$ cat config.mk
export PLATFORM = sky130hd
export DESIGN_NAME = fsh_ctrl
export DESIGN_NICKNAME = d
export VERILOG_FILES = /design/src/core/fsh_pkg.sv /design/src/core/fsh_ctrl.sv
export VERILOG_INCLUDE_DIRS = /design/src /design/src/core
export SDC_FILE = /design/constraint.sdc
export NUM_CORES = 1
export LEC_CHECK = 0
export ABC_CLOCK_PERIOD_IN_PS = 2920
export BUFFER_PORTS_ARGS = -buffer_cell sky130_fd_sc_hd__buf_4
export CAP_MARGIN = 0
export CORE_UTILIZATION = 62
export DETAILED_ROUTE_END_ITERATION = 7
export PLACE_DENSITY = 0.82
export SETUP_SLACK_MARGIN = 0.02
export SLEW_MARGIN = 10
export SYNTH_ARGS = -nofsm -noshare
export SYNTH_HDL_FRONTEND = slang
export SYNTH_SLANG_ARGS = --single-unit
$ cat constraint.sdc
create_clock -name clk -period 2.92 [get_ports clk]
set_input_delay 0.438 -clock clk [delete_from_list [all_inputs] [get_ports clk]]
set_output_delay 0.438 -clock clk [all_outputs]
set_load 0.02 [all_outputs]
$ cat src/core/fsh_params.svh
// Constants of the feed/spindle hold control block
`ifndef FSH_PARAMS_SVH
`define FSH_PARAMS_SVH
`define FSH_CLK_HZ     20000000
`define FSH_DEB_US     1000
`define FSH_DEB_CYC    ((`FSH_DEB_US * `FSH_CLK_HZ) / 1000000)
`define FSH_CNT_W      15
`define FSH_NIN        5
`define FSH_NOFS       16
`define FSH_OFS_W      16
`define FSH_A_CTRL     8'h00
`define FSH_A_STAT     8'h04
`define FSH_A_OFS      8'h08
`define FSH_C_KNOB     0
`define FSH_C_EXT      1
`define FSH_C_CSTOP    2
`define FSH_C_PSEL_LO  4
`define FSH_S_ABN      9
`define FSH_S_FDR      10
`define FSH_CTRL_RST   32'h0000_0000
`endif

$ cat src/core/fsh_pkg.sv
// Types of the feed/spindle hold control block
`default_nettype none
`include "fsh_params.svh"
package fsh_pkg;
   typedef enum logic [2:0] {ST_IDLE, ST_RUN, ST_PAUSE, ST_SSTOP, ST_CSTOP, ST_ALARM} fsh_st_t;
   typedef enum logic [1:0] {POS1, POS2, POS3} fsh_pos_t;
   typedef struct packed {
      logic [`FSH_NIN-1:0]                  sy1;
      logic [`FSH_NIN-1:0]                  sy2;
      logic [`FSH_NIN-1:0]                  deb;
      logic [`FSH_NIN-1:0][`FSH_CNT_W-1:0] cnt;
      fsh_st_t                              st;
      fsh_pos_t                             pos;
      logic                                 auto_d;
      logic [6:0]                           ctrl;
      logic                                 cstop_ind;
      logic                                 abn;
      logic                                 fdr;
      logic                                 spin;
      logic                                 spin_o;
      logic                                 move_o;
      logic                                 blk_o;
      logic                                 discard;
      logic [3:0]                           cur;
      logic [`FSH_OFS_W-1:0]                act;
      logic [`FSH_NOFS-1:0][`FSH_OFS_W-1:0] tab;
      logic [31:0]                          prdata;
      logic                                 pslverr;
   } fsh_state_t;
endpackage : fsh_pkg
`default_nettype wire

$ cat src/core/fsh_ctrl.sv
// Run-control interlock: hold knob, external start/pause, feeder alarm, offsets
// Notes on behaviour
// - Knob acts only in automatic mode, ignored in any other mode.
// - Knob enable bit set: position read from knob inputs a and b.
// - Knob enable bit clear: knob ignored, its pins left to other uses.
// - Position 1 permits spindle rotation and carriage movement.
// - Position 2 permits spindle, inhibits all carriage movement.
// - Position 3 inhibits spindle, permits carriage movement.
// - Before running, manual spindle keys work at 1 and 2; no start at 3.
// - Single block at 2: spindle commands run, moves wait for position 1.
// - Single block at 3: no block runs until knob at 2 or 1.
// - Continuous, 1 to 2: carriage pauses, spindle state kept.
// - Continuous, 2 to 3 stops spindle; 3 to 2 restores saved state.
// - Continuous, 2 to 1 resumes paused carriage motion.
// - Escape or reset during hold: initial state, saved state discarded.
// - External start/pause enabled by bit, and only in automatic mode.
// - External start/pause are active low, act as panel keys.
// - Start or pause held on entry to automatic raises abnormality alarm.
// - Cycle end command checks feeder alarm; asserted stops and alarms.
// - Program end commands skip the feeder alarm check.
// - Cycle stop on: halt after cycle end command and show it.
// - Inside canned cycles single stop applies after each step.
// - Current offset edit waits for tool change; others apply now.
// - Without tool change, offset applies at end, reset or interruption.
//
// Implementation choices: the register addresses and register access over APB.
`timescale 1ns/1ps
`default_nettype none
`include "fsh_params.svh"
module fsh_ctrl
   import fsh_pkg::*;
#(
   parameter int unsigned DEB_CYC = `FSH_DEB_CYC
) (
   // Clock and reset
   input  wire logic        clk,
   input  wire logic        arst_n,
   // APB slave
   input  wire logic        psel,
   input  wire logic        penable,
   input  wire logic        pwrite,
   input  wire logic [7:0]  paddr,
   input  wire logic [31:0] pwdata,
   output logic [31:0]      prdata,
   output logic             pready,
   output logic             pslverr,
   // Machine pins; knob and start/pause active low, feeder alarm active high
   input  wire logic        hold_knob_input_a_n,
   input  wire logic        hold_knob_input_b_n,
   input  wire logic        ext_cycle_start_in_n,
   input  wire logic        ext_pause_in_n,
   input  wire logic [7:0]  feeder_alarm_in,
   // Mode levels, and panel keys as one-cycle pulses
   input  wire logic        mode_auto,
   input  wire logic        single_mode,
   input  wire logic        key_start,
   input  wire logic        key_pause,
   input  wire logic        key_esc,
   input  wire logic        key_spin_on,
   input  wire logic        key_spin_off,
   // Program events as one-cycle pulses; in_canned and tool_offset_num as levels
   input  wire logic        prog_spin_on,
   input  wire logic        prog_spin_off,
   input  wire logic        block_done,
   input  wire logic        in_canned,
   input  wire logic        canned_step_done,
   input  wire logic        cycle_end_command,
   input  wire logic        program_end_command,
   input  wire logic        tool_change,
   input  wire logic [3:0]  tool_offset_num,
   // Permits and indications
   output logic             spindle_run,
   output logic             move_permit,
   output logic             block_permit,
   output logic             discard_motion,
   output logic             cycle_stop_shown,
   output logic [15:0]      active_offset
);

   localparam int CW = `FSH_CNT_W;
   // Last count value before a steady input is accepted
   localparam logic [CW-1:0] DEB_LAST = CW'(DEB_CYC - 1);

   fsh_state_t s_r;
   fsh_state_t s_nxt;

   logic [`FSH_NIN-1:0] raw;
   logic [`FSH_NIN-1:0] deb_rise;
   logic [2:0]          psel_f;
   logic                wr;
   logic                rd;
   logic                knob_on;
   logic                ext_on;
   logic                ext_st;
   logic                ext_ps;
   logic                start;
   logic                pause;
   logic                halt;
   fsh_pos_t            pos_now;

   //-----------------------------------------------------------
   // Input capture
   //-----------------------------------------------------------
   assign psel_f = s_r.ctrl[`FSH_C_PSEL_LO +: 3];
   // All inputs turned active high before the synchroniser
   assign raw[0] = ~hold_knob_input_a_n;
   assign raw[1] = ~hold_knob_input_b_n;
   assign raw[2] = ~ext_cycle_start_in_n;
   assign raw[3] = ~ext_pause_in_n;
   // Feeder alarm is taken from the pin that software selects
   assign raw[4] = feeder_alarm_in[psel_f];

   //-----------------------------------------------------------
   // Debounce edges
   //-----------------------------------------------------------
   // High in the cycle before a debounced input rises, so a held
   // external button acts once, as a single press of the panel key
   always_comb begin
      deb_rise = '0;
      for (int i = 0; i < `FSH_NIN; i++) begin
         deb_rise[i] = s_r.sy2[i] & ~s_r.deb[i] & (s_r.cnt[i] == DEB_LAST);
      end
   end

   //-----------------------------------------------------------
   // Qualification
   //-----------------------------------------------------------
   assign knob_on = s_r.ctrl[`FSH_C_KNOB] & mode_auto;
   assign ext_on  = s_r.ctrl[`FSH_C_EXT] & mode_auto;
   assign ext_st  = ext_on & deb_rise[2];
   assign ext_ps  = ext_on & deb_rise[3];
   assign start   = key_start | ext_st;
   assign pause   = key_pause | ext_ps;
   // Single stop after a block, or after each step of a canned cycle
   assign halt    = single_mode & (block_done | (in_canned & canned_step_done));
   assign wr      = psel & penable & pwrite;
   assign rd      = psel & ~pwrite;

   always_comb begin
      pos_now = POS1;
      if (knob_on) begin
         if (s_r.deb[1]) begin
            pos_now = POS3;
         end else if (s_r.deb[0]) begin
            pos_now = POS2;
         end
      end
   end

   //-----------------------------------------------------------
   // Next state
   //-----------------------------------------------------------
   always_comb begin
      s_nxt = s_r;
      s_nxt.sy1 = raw;
      s_nxt.sy2 = s_r.sy1;
      for (int i = 0; i < `FSH_NIN; i++) begin
         // Count restarts whenever the input falls back to the debounced level
         if (s_r.sy2[i] == s_r.deb[i]) begin
            s_nxt.cnt[i] = '0;
         end else if (s_r.cnt[i] == DEB_LAST) begin
            s_nxt.deb[i] = s_r.sy2[i];
            s_nxt.cnt[i] = '0;
         end else begin
            s_nxt.cnt[i] = s_r.cnt[i] + 1'b1;
         end
      end
      s_nxt.pos     = pos_now;
      s_nxt.auto_d  = mode_auto;
      s_nxt.discard = 1'b0;

      //--------------------------------------------------------
      // Run state
      //--------------------------------------------------------
      // Feeder alarm is looked at only on the cycle end command
      unique case (s_r.st)
         ST_IDLE, ST_PAUSE, ST_SSTOP, ST_CSTOP: begin
            if (start) begin
               s_nxt.st        = ST_RUN;
               s_nxt.cstop_ind = 1'b0;
            end
         end
         ST_RUN: begin
            if (pause) begin
               s_nxt.st = ST_PAUSE;
            end else if (cycle_end_command && s_r.deb[4]) begin
               s_nxt.st  = ST_ALARM;
               s_nxt.fdr = 1'b1;
            end else if (cycle_end_command && s_r.ctrl[`FSH_C_CSTOP]) begin
               s_nxt.st        = ST_CSTOP;
               s_nxt.cstop_ind = 1'b1;
            end else if (program_end_command) begin
               s_nxt.st = ST_IDLE;
            end else if (halt) begin
               s_nxt.st = ST_SSTOP;
            end
         end
         ST_ALARM: begin
         end
         default: begin
            s_nxt.st = ST_IDLE;
         end
      endcase
      // Leaving automatic mode drops any run or alarm state
      if (!mode_auto) begin
         s_nxt.st = ST_IDLE;
      end
      if (key_esc) begin
         s_nxt.st        = ST_IDLE;
         s_nxt.spin      = 1'b0;
         s_nxt.discard   = (s_r.st != ST_IDLE);
         s_nxt.cstop_ind = 1'b0;
      end

      //--------------------------------------------------------
      // Spindle request: held through position 3 and restored after it
      //--------------------------------------------------------
      // Manual keys act only before the program runs
      if (s_r.st == ST_IDLE && key_spin_on && pos_now != POS3) begin
         s_nxt.spin = 1'b1;
      end
      if (s_r.st == ST_IDLE && key_spin_off) begin
         s_nxt.spin = 1'b0;
      end
      if (s_r.blk_o && prog_spin_on) begin
         s_nxt.spin = 1'b1;
      end
      if (s_r.blk_o && prog_spin_off) begin
         s_nxt.spin = 1'b0;
      end
      if (key_esc) begin
         s_nxt.spin = 1'b0;
      end

      //--------------------------------------------------------
      // Permits
      //--------------------------------------------------------
      // Single block at position 3 runs no block at all
      s_nxt.spin_o = s_nxt.spin & (pos_now != POS3);
      s_nxt.blk_o  = (s_nxt.st == ST_RUN) & ~(single_mode & pos_now == POS3);
      s_nxt.move_o = s_nxt.blk_o & (pos_now != POS2);

      //--------------------------------------------------------
      // Abnormality on entry to automatic
      //--------------------------------------------------------
      if (mode_auto && !s_r.auto_d && s_r.ctrl[`FSH_C_EXT] && (s_r.deb[2] || s_r.deb[3])) begin
         s_nxt.abn = 1'b1;
         s_nxt.st  = ST_ALARM;
      end

      //--------------------------------------------------------
      // Tool offsets
      //--------------------------------------------------------
      // A tool change brings in the entry of the new number at once
      if (tool_change) begin
         s_nxt.cur = tool_offset_num;
         s_nxt.act = s_r.tab[tool_offset_num];
      end else if (cycle_end_command || program_end_command || key_esc
                   || (s_r.st == ST_RUN && pause)) begin
         s_nxt.act = s_r.tab[s_r.cur];
      end

      //--------------------------------------------------------
      // APB access
      //--------------------------------------------------------
      // Read data and error flag load in setup and stand through access
      s_nxt.pslverr = 1'b0;
      if (psel && !penable) begin
         s_nxt.prdata  = '0;
         s_nxt.pslverr = (paddr != `FSH_A_CTRL) && (paddr != `FSH_A_STAT)
                         && (paddr != `FSH_A_OFS);
         if (rd) begin
            unique case (paddr)
               `FSH_A_CTRL: s_nxt.prdata = {25'h0, s_r.ctrl};
               `FSH_A_STAT: begin
                  s_nxt.prdata[2:0]       = s_r.st;
                  s_nxt.prdata[4:3]       = s_r.pos;
                  s_nxt.prdata[5]         = s_r.spin_o;
                  s_nxt.prdata[6]         = s_r.move_o;
                  s_nxt.prdata[7]         = s_r.blk_o;
                  s_nxt.prdata[8]         = s_r.cstop_ind;
                  s_nxt.prdata[`FSH_S_ABN] = s_r.abn;
                  s_nxt.prdata[`FSH_S_FDR] = s_r.fdr;
                  // Edited current offset not yet in force
                  s_nxt.prdata[11]        = (s_r.tab[s_r.cur] != s_r.act);
               end
               `FSH_A_OFS:  s_nxt.prdata = {s_r.act, 12'h0, s_r.cur};
               default:     s_nxt.prdata = 32'h0;
            endcase
         end
      end
      if (wr && !s_r.pslverr) begin
         unique case (paddr)
            `FSH_A_CTRL: s_nxt.ctrl = pwdata[6:0];
            `FSH_A_STAT: begin
               // Write one clears an alarm; a new alarm in the same cycle wins only if its flag was clear
               if (pwdata[`FSH_S_ABN] && s_nxt.abn == s_r.abn) begin
                  s_nxt.abn = 1'b0;
               end
               if (pwdata[`FSH_S_FDR] && s_nxt.fdr == s_r.fdr) begin
                  s_nxt.fdr = 1'b0;
               end
               if (s_nxt.st == ST_ALARM && !s_nxt.abn && !s_nxt.fdr) begin
                  s_nxt.st = ST_IDLE;
               end
            end
            `FSH_A_OFS: s_nxt.tab[pwdata[3:0]] = pwdata[31:16];
            default: begin
            end
         endcase
      end
   end

   //-----------------------------------------------------------
   // State register
   //-----------------------------------------------------------
   always_ff @(posedge clk or negedge arst_n) begin
      if (!arst_n) begin
         // Fields not listed below clear to zero
         s_r        <= '0;
         s_r.st     <= ST_IDLE;
         s_r.pos    <= POS1;
         s_r.ctrl   <= 7'(`FSH_CTRL_RST);
      end else begin
         s_r <= s_nxt;
      end
   end

   //-----------------------------------------------------------
   // Outputs
   //-----------------------------------------------------------
   assign prdata           = s_r.prdata;
   assign pslverr          = s_r.pslverr & psel & penable;
   // Every access completes in its first access cycle
   assign pready           = 1'b1;
   assign spindle_run      = s_r.spin_o;
   assign move_permit      = s_r.move_o;
   assign block_permit     = s_r.blk_o;
   assign discard_motion   = s_r.discard;
   assign cycle_stop_shown = s_r.cstop_ind;
   assign active_offset    = s_r.act;

endmodule : fsh_ctrl
`default_nettype wire

---- Yosys cells after proc, flatten, opt, wreduce, memory -nomap -nowiden ----
Index checks and enable logic that the tools add are counted.
storage, ports and cells
  register bits ........................... 420
  word-level logic and storage cells ...... 229
cells by class
  add/sub/neg operators ................... 5
  order comparisons ....................... 5
  equality and inequality tests ........... 31
  mux-type cells .......................... 65
  bitwise operators ....................... 35
  reduce and logical (&&, ||, !) cells .... 44
operators with widths
  kind                                                                           count
  256-bit bitwise mux                                                            1
  15-bit 2-to-1 mux                                                              10
  16-bit binary-select mux with 4-bit select                                     2
  16-bit 2-to-1 mux                                                              5
  15-bit by 1-bit adder with 15-bit output (second input constant)               5
  15-bit equality test (second input constant)                                   5
  16-bit demux with 4-bit select                                                 1
  3-bit 2-to-1 mux                                                               12
  12-bit one-hot mux with 3 select lines                                         1
  32-bit 2-to-1 mux                                                              1
  1-bit 2-to-1 mux                                                               24
  1-bit logical AND                                                              20
  20-bit 2-to-1 mux                                                              1
  1-bit AND                                                                      19
  16-bit != test                                                                 1
  4-bit by 5-bit less-than comparator with 1-bit output (second input constant)  3
  2-bit AND reduction                                                            7
  1-bit NOT                                                                      13
  3-bit != test (second input constant)                                          4
  3-bit equality test (second input constant)                                    3
  3-bit one-hot mux with 3 select lines                                          1
  8-bit by 3-bit equality test with 1-bit output (second input constant)         1
  8-bit by 4-bit equality test with 1-bit output (second input constant)         1
  8-bit logical NOT                                                              1
  other kinds (22)                                                               43

---- Logic depth before layout (Yosys ltp) ----
  depth after elaboration ................. 18
  mapped depth ............................ 11
  depth with buffers taken out ............ 9

---- Worst setup path before layout ----
No wires, ideal clock.
  path type ............................... in2reg
  start ................................... input tool_offset_num[0]
  end ..................................... register s_r, in the netlist active_offset[10]
  setup time .............................. 137 ps
  arrival ................................. 2,550 ps
  required time ........................... 2,783 ps
  path slack .............................. 233 ps
  stages on the path ...................... 6
  cell sequence ........................... clkbuf_1 buf_1 mux4_2 mux4_2 mux2i_1 a21oi_1
between the ends
  longest elaborated chain between the ends .. 3
ends and longest elaborated chain
  item                                        RTL line         source
  start: declaration                          fsh_ctrl.sv:70   input wire logic [3:0] tool_offset_num,
  16-bit binary-select mux with 4-bit select  fsh_ctrl.sv:257  s_nxt.act = s_r.tab[tool_offset_num];
  16-bit 2-to-1 mux (not written as such)     fsh_ctrl.sv:257
  16-bit 2-to-1 mux                           fsh_ctrl.sv:255  if (tool_change) begin
  end signal: assignment                      fsh_ctrl.sv:325  s_r <= s_nxt;
  end: declaration                            fsh_ctrl.sv:84   fsh_state_t s_r;
No other way between the ends. The select of a mux whose other input is x is not followed.
A chain may end at the register's enable or synchronous reset.

---- Worst setup path after layout ----
  start ................................... register s_r[306] (netlist name)
  end ..................................... register s_r, in the netlist prdata[11]
between the ends
  longest elaborated chain between the ends .. 5
ends and longest elaborated chain
  item                                        RTL line         source
  16-bit binary-select mux with 4-bit select  fsh_ctrl.sv:285  s_nxt.prdata[11] = (s_r.tab[s_r.cur] != s_r.act);
  16-bit 2-to-1 mux (not written as such)     fsh_ctrl.sv:285
  16-bit != test                              fsh_ctrl.sv:285
  12-bit one-hot mux with 3 select lines      fsh_ctrl.sv:273  unique case (paddr)
  32-bit 2-to-1 mux                           fsh_ctrl.sv:272  if (rd) begin
No other way between the ends. The select of a mux whose other input is x is not followed.

==> run metrics <==
status finished, final reports clean; root buf cell clkbuf_16; crit path time final ~2.8 ns; DRC 0; switching part of the total power between 20% and 30%; Final Cycle Share 96.3%; yosys warns 0; largest net degree at the start of global routing 93; maximum fanout along the worst path 10; Slew HR 41.7%; Max Transition Viols Final 0; final hold slack 0.0324 ns; Hold Crit Class in -> reg; Yosys reg bits 416; CP Launch Type flop; setup total negative slack 0 ns; Yosys top cell area share 48.5%; Avg Synthesized Cell Area around 13 sq um; DR WL/cell 24.8 microns; Min-Delay Path Depth 2; WP data arrival 3.22 ns; area of the core 0.0338 sq mm; Sequential Power Share 47.9%; Mapped Area 0.0215 sq mm; clk_skew 0.0140 ns; Total GRT Usage 31.7%; maxcap violations 0; endpoints failing setup 0; FP Rows 67; synthesized instance count approximately 1.6k; clk sink count between 400 and 500; synth top area cells dfrtp_1, mux2_2, mux4_2; H-tree Lvls 2; Area growth syn-to-layout 13.2%; Worst R2R Start s_r[306]$_DFFE_PN0P_; Hold Startpoint ext_pause_in_n; unrepaired setup endpoints after global routing no; Crit Path Class reg -> reg; pwr dens 508 mW/mm^2; Clock power frac 43.2%; Max Freq around 0.36 GHz; vias in the first global route 15.1k; Leak Pwr 11.5 nW; clock tree from TritonCTS built; setup ws final 0.109 ns; ANT nets after route 0; Worst setup EP type flop; Final #Nets 1817; routability cong. just under 0.9; die height 188 microns; CTS Buf Count 42; number of synthesized flops with an enable pin 0; Fillers 2094; first-pass GRT wire length around 86 mm; worst skew pair latency 0.54 ns; Worst IR Drop VDD ~0.4 mV; Worst R2R End prdata[11]$_DFFE_PN0P_; Starting Density 63.6%; I/O Buffers 118; layout cell share with drive strength beyond 1 39.1%; post-synthesis async set-or-reset flop share between 90% and 100%; initial antenna violation count 2; hpwl dp around 36 mm; unique cell type count in the Yosys netlist 66; Pre-antenna DRT Iters 5; R2R setup slack 0.11 ns; initial DRC count 1161; dominant synthesized flop cell dfrtp_1; P_int 9.39 mW; Logic pwr share 8.9%; Required @ worst endpoint between 3 and 4 ns; count of final hold-check violations 0; Worst Max-Slew Pin Slew approximately 0.87 ns; Hold Path End s_nxt[413]$_DFF_PN0_; GRT overflow 0; die footprint 0.0354 sq mm; Vias ~15k; final wirelength 54.7 mm; post-synth top area cell dfrtp_1; Top Ports 131; Worst-path clk slew 0.06 ns; Setup WS pre-CTS about 0.045 ns; Crit. Startpoint s_r[306]$_DFFE_PN0P_; DIE WIDTH approximately 190 microns; DR vias/cell around 6.7; Util after Layout 72.0%; register area share after synthesis 48.5%; worst-case clock buffer depth 3; r2r worst-path depth 8; Sw Pwr 2.97 mW
-- through the flow --
stage / instance area, sq um / power [mW] / std cells
6_report: 24300 / 12.4 / 2207
5_1_grt: 24300 / 12.7 / 2207
4_1_cts: 24300 / 12.4 / 2205
3_5_place_dp: 22900 / 7.10 / 2131
3_3_place_gp: 22900 / 7.07 / 2131
2_1_floorplan: 21500 / 6.63 / 1640
-- cell families after synthesis --
family | Yosys count | synth area share [%]
flip-flops | 416 | 48.5
XOR/XNOR | 72 | 2.94
AND/OR/NAND/NOR | 342 | 7.78
adder cells (fa/ha/maj) | 12 | 0.699
AO/OA/AOI/OAI | 163 | 5.14
multiplexers | 458 | 30.7
buffers and inverters | 172 | 4.30
other | 2 | 0.0350
-- cell type report --
cell class | count | area [sq um] | share of cell area [%]
diodes | 1 | 2.50 | 0.0103
well taps | 448 | 561 | 2.30
multi-input cells | 1052 | 10200 | 42.0
repair buffers | 196 | 1690 | 6.96
flip-flops and latches | 416 | 10400 | 42.8
clock buffers | 64 | 1250 | 5.16
clock inverters | 9 | 98.8 | 0.406
inverters | 21 | 78.8 | 0.324
-- cell usage after synthesis, types with 28 or more instances --
cell type,number
nor2_1,123
nand3_1,39
nand2_1,69
xor2_1,47
mux2_2,275
dfrtp_1,416
mux2i_1,52
a21oi_1,52
a22o_1,28
buf_4,52
clkbuf_1,66
mux4_2,126
-- layer usage --
metal | global-route usage (%) | vias to the layer above | wire length, microns
met5 | 0 | - | 0
met4 | 15.4 | 0 | 2650
met3 | 7.17 | 192 | 5170
met2 | 49.5 | 800 | 25700
met1 | 42.4 | 7540 | 21200
li1 | - | 6176 | -
-- worst max-delay path by stage --
stage,depth (start not counted),to
2_1_floorplan,6,active_offset[10]$_DFFE_PN0P_
3_3_place_gp,7,prdata[11]$_DFFE_PN0P_
3_5_place_dp,7,prdata[11]$_DFFE_PN0P_
4_1_cts,7,prdata[11]$_DFFE_PN0P_
5_1_grt,10,prdata[11]$_DFFE_PN0P_
6_report,8,prdata[11]$_DFFE_PN0P_
-- state kept, by name (all words and copies together), names as in the netlist --
name and flops:
cycle_stop_shown 1, active_offset 16, s_nxt 5, psel_f 3
discard_motion 1, prdata 28, move_permit 1, s_r 359
block_permit 1, spindle_run 1
-- critical path: stages (launching register included) --
cell,delay (ns)
dfrtp_2,0.51
nor3b_1,0.76
buf_4,0.25
a22o_1,0.17
or4_1,0.13
o31a_1,0.14
o2111ai_1,0.17
o41ai_2,0.42
nand3_1,0.13
-- repair_timing --
action                                 CTS  global route
pin swaps                                0             1
setup endpoints to repair                1             1
buffers inserted                         0             1
resized for setup                        1             4
hold buffers                             1             0
endpoints found under the hold margin   59             0
-- power groups by stage --
| stage | sequential, mW | clock [mW] | combinational [mW] |
|---|---|---|---|
| after detailed placement | 6.03 | 0 | 1.07 |
| after CTS | 5.92 | 5.40 | 1.09 |
| after global placement | 6.02 | 0 | 1.05 |
| after floorplan | 5.98 | 0 | 0.653 |
| final | 5.92 | 5.33 | 1.10 |
| after global routing | 5.92 | 5.61 | 1.18 |
-- cells in the final DEF, fill, tap and decap left out, drive strengths merged, types with 4 or more instances in the layout --
cell type / netlist / routed
buf: 85 / 195
a21boi: 4 / 4
mux2: 275 / 275
nand2: 69 / 69
nor3: 15 / 15
a31oi: 6 / 6
nand3: 39 / 39
conb: 2 / 5
o22ai: 5 / 5
nand2b: 11 / 11
inv: 21 / 22
and3: 20 / 20
mux4: 131 / 131
mux2i: 52 / 52
nor2b: 8 / 8
ha: 12 / 12
a22oi: 15 / 15
o21ai: 19 / 19
xor2: 47 / 47
nor3b: 4 / 4
a21o: 4 / 4
xnor2: 25 / 25
clkinv: 0 / 6
or2: 6 / 6
clkbuf: 66 / 64
o31a: 4 / 4
and2: 7 / 7
nor4: 4 / 4
dfrtp: 416 / 416
or3: 13 / 13
a22o: 28 / 28
nor2: 123 / 123
a211oi: 5 / 5
nand4: 4 / 4
a21oi: 52 / 52
Note: power is estimated with default switching activity, not from simulation.
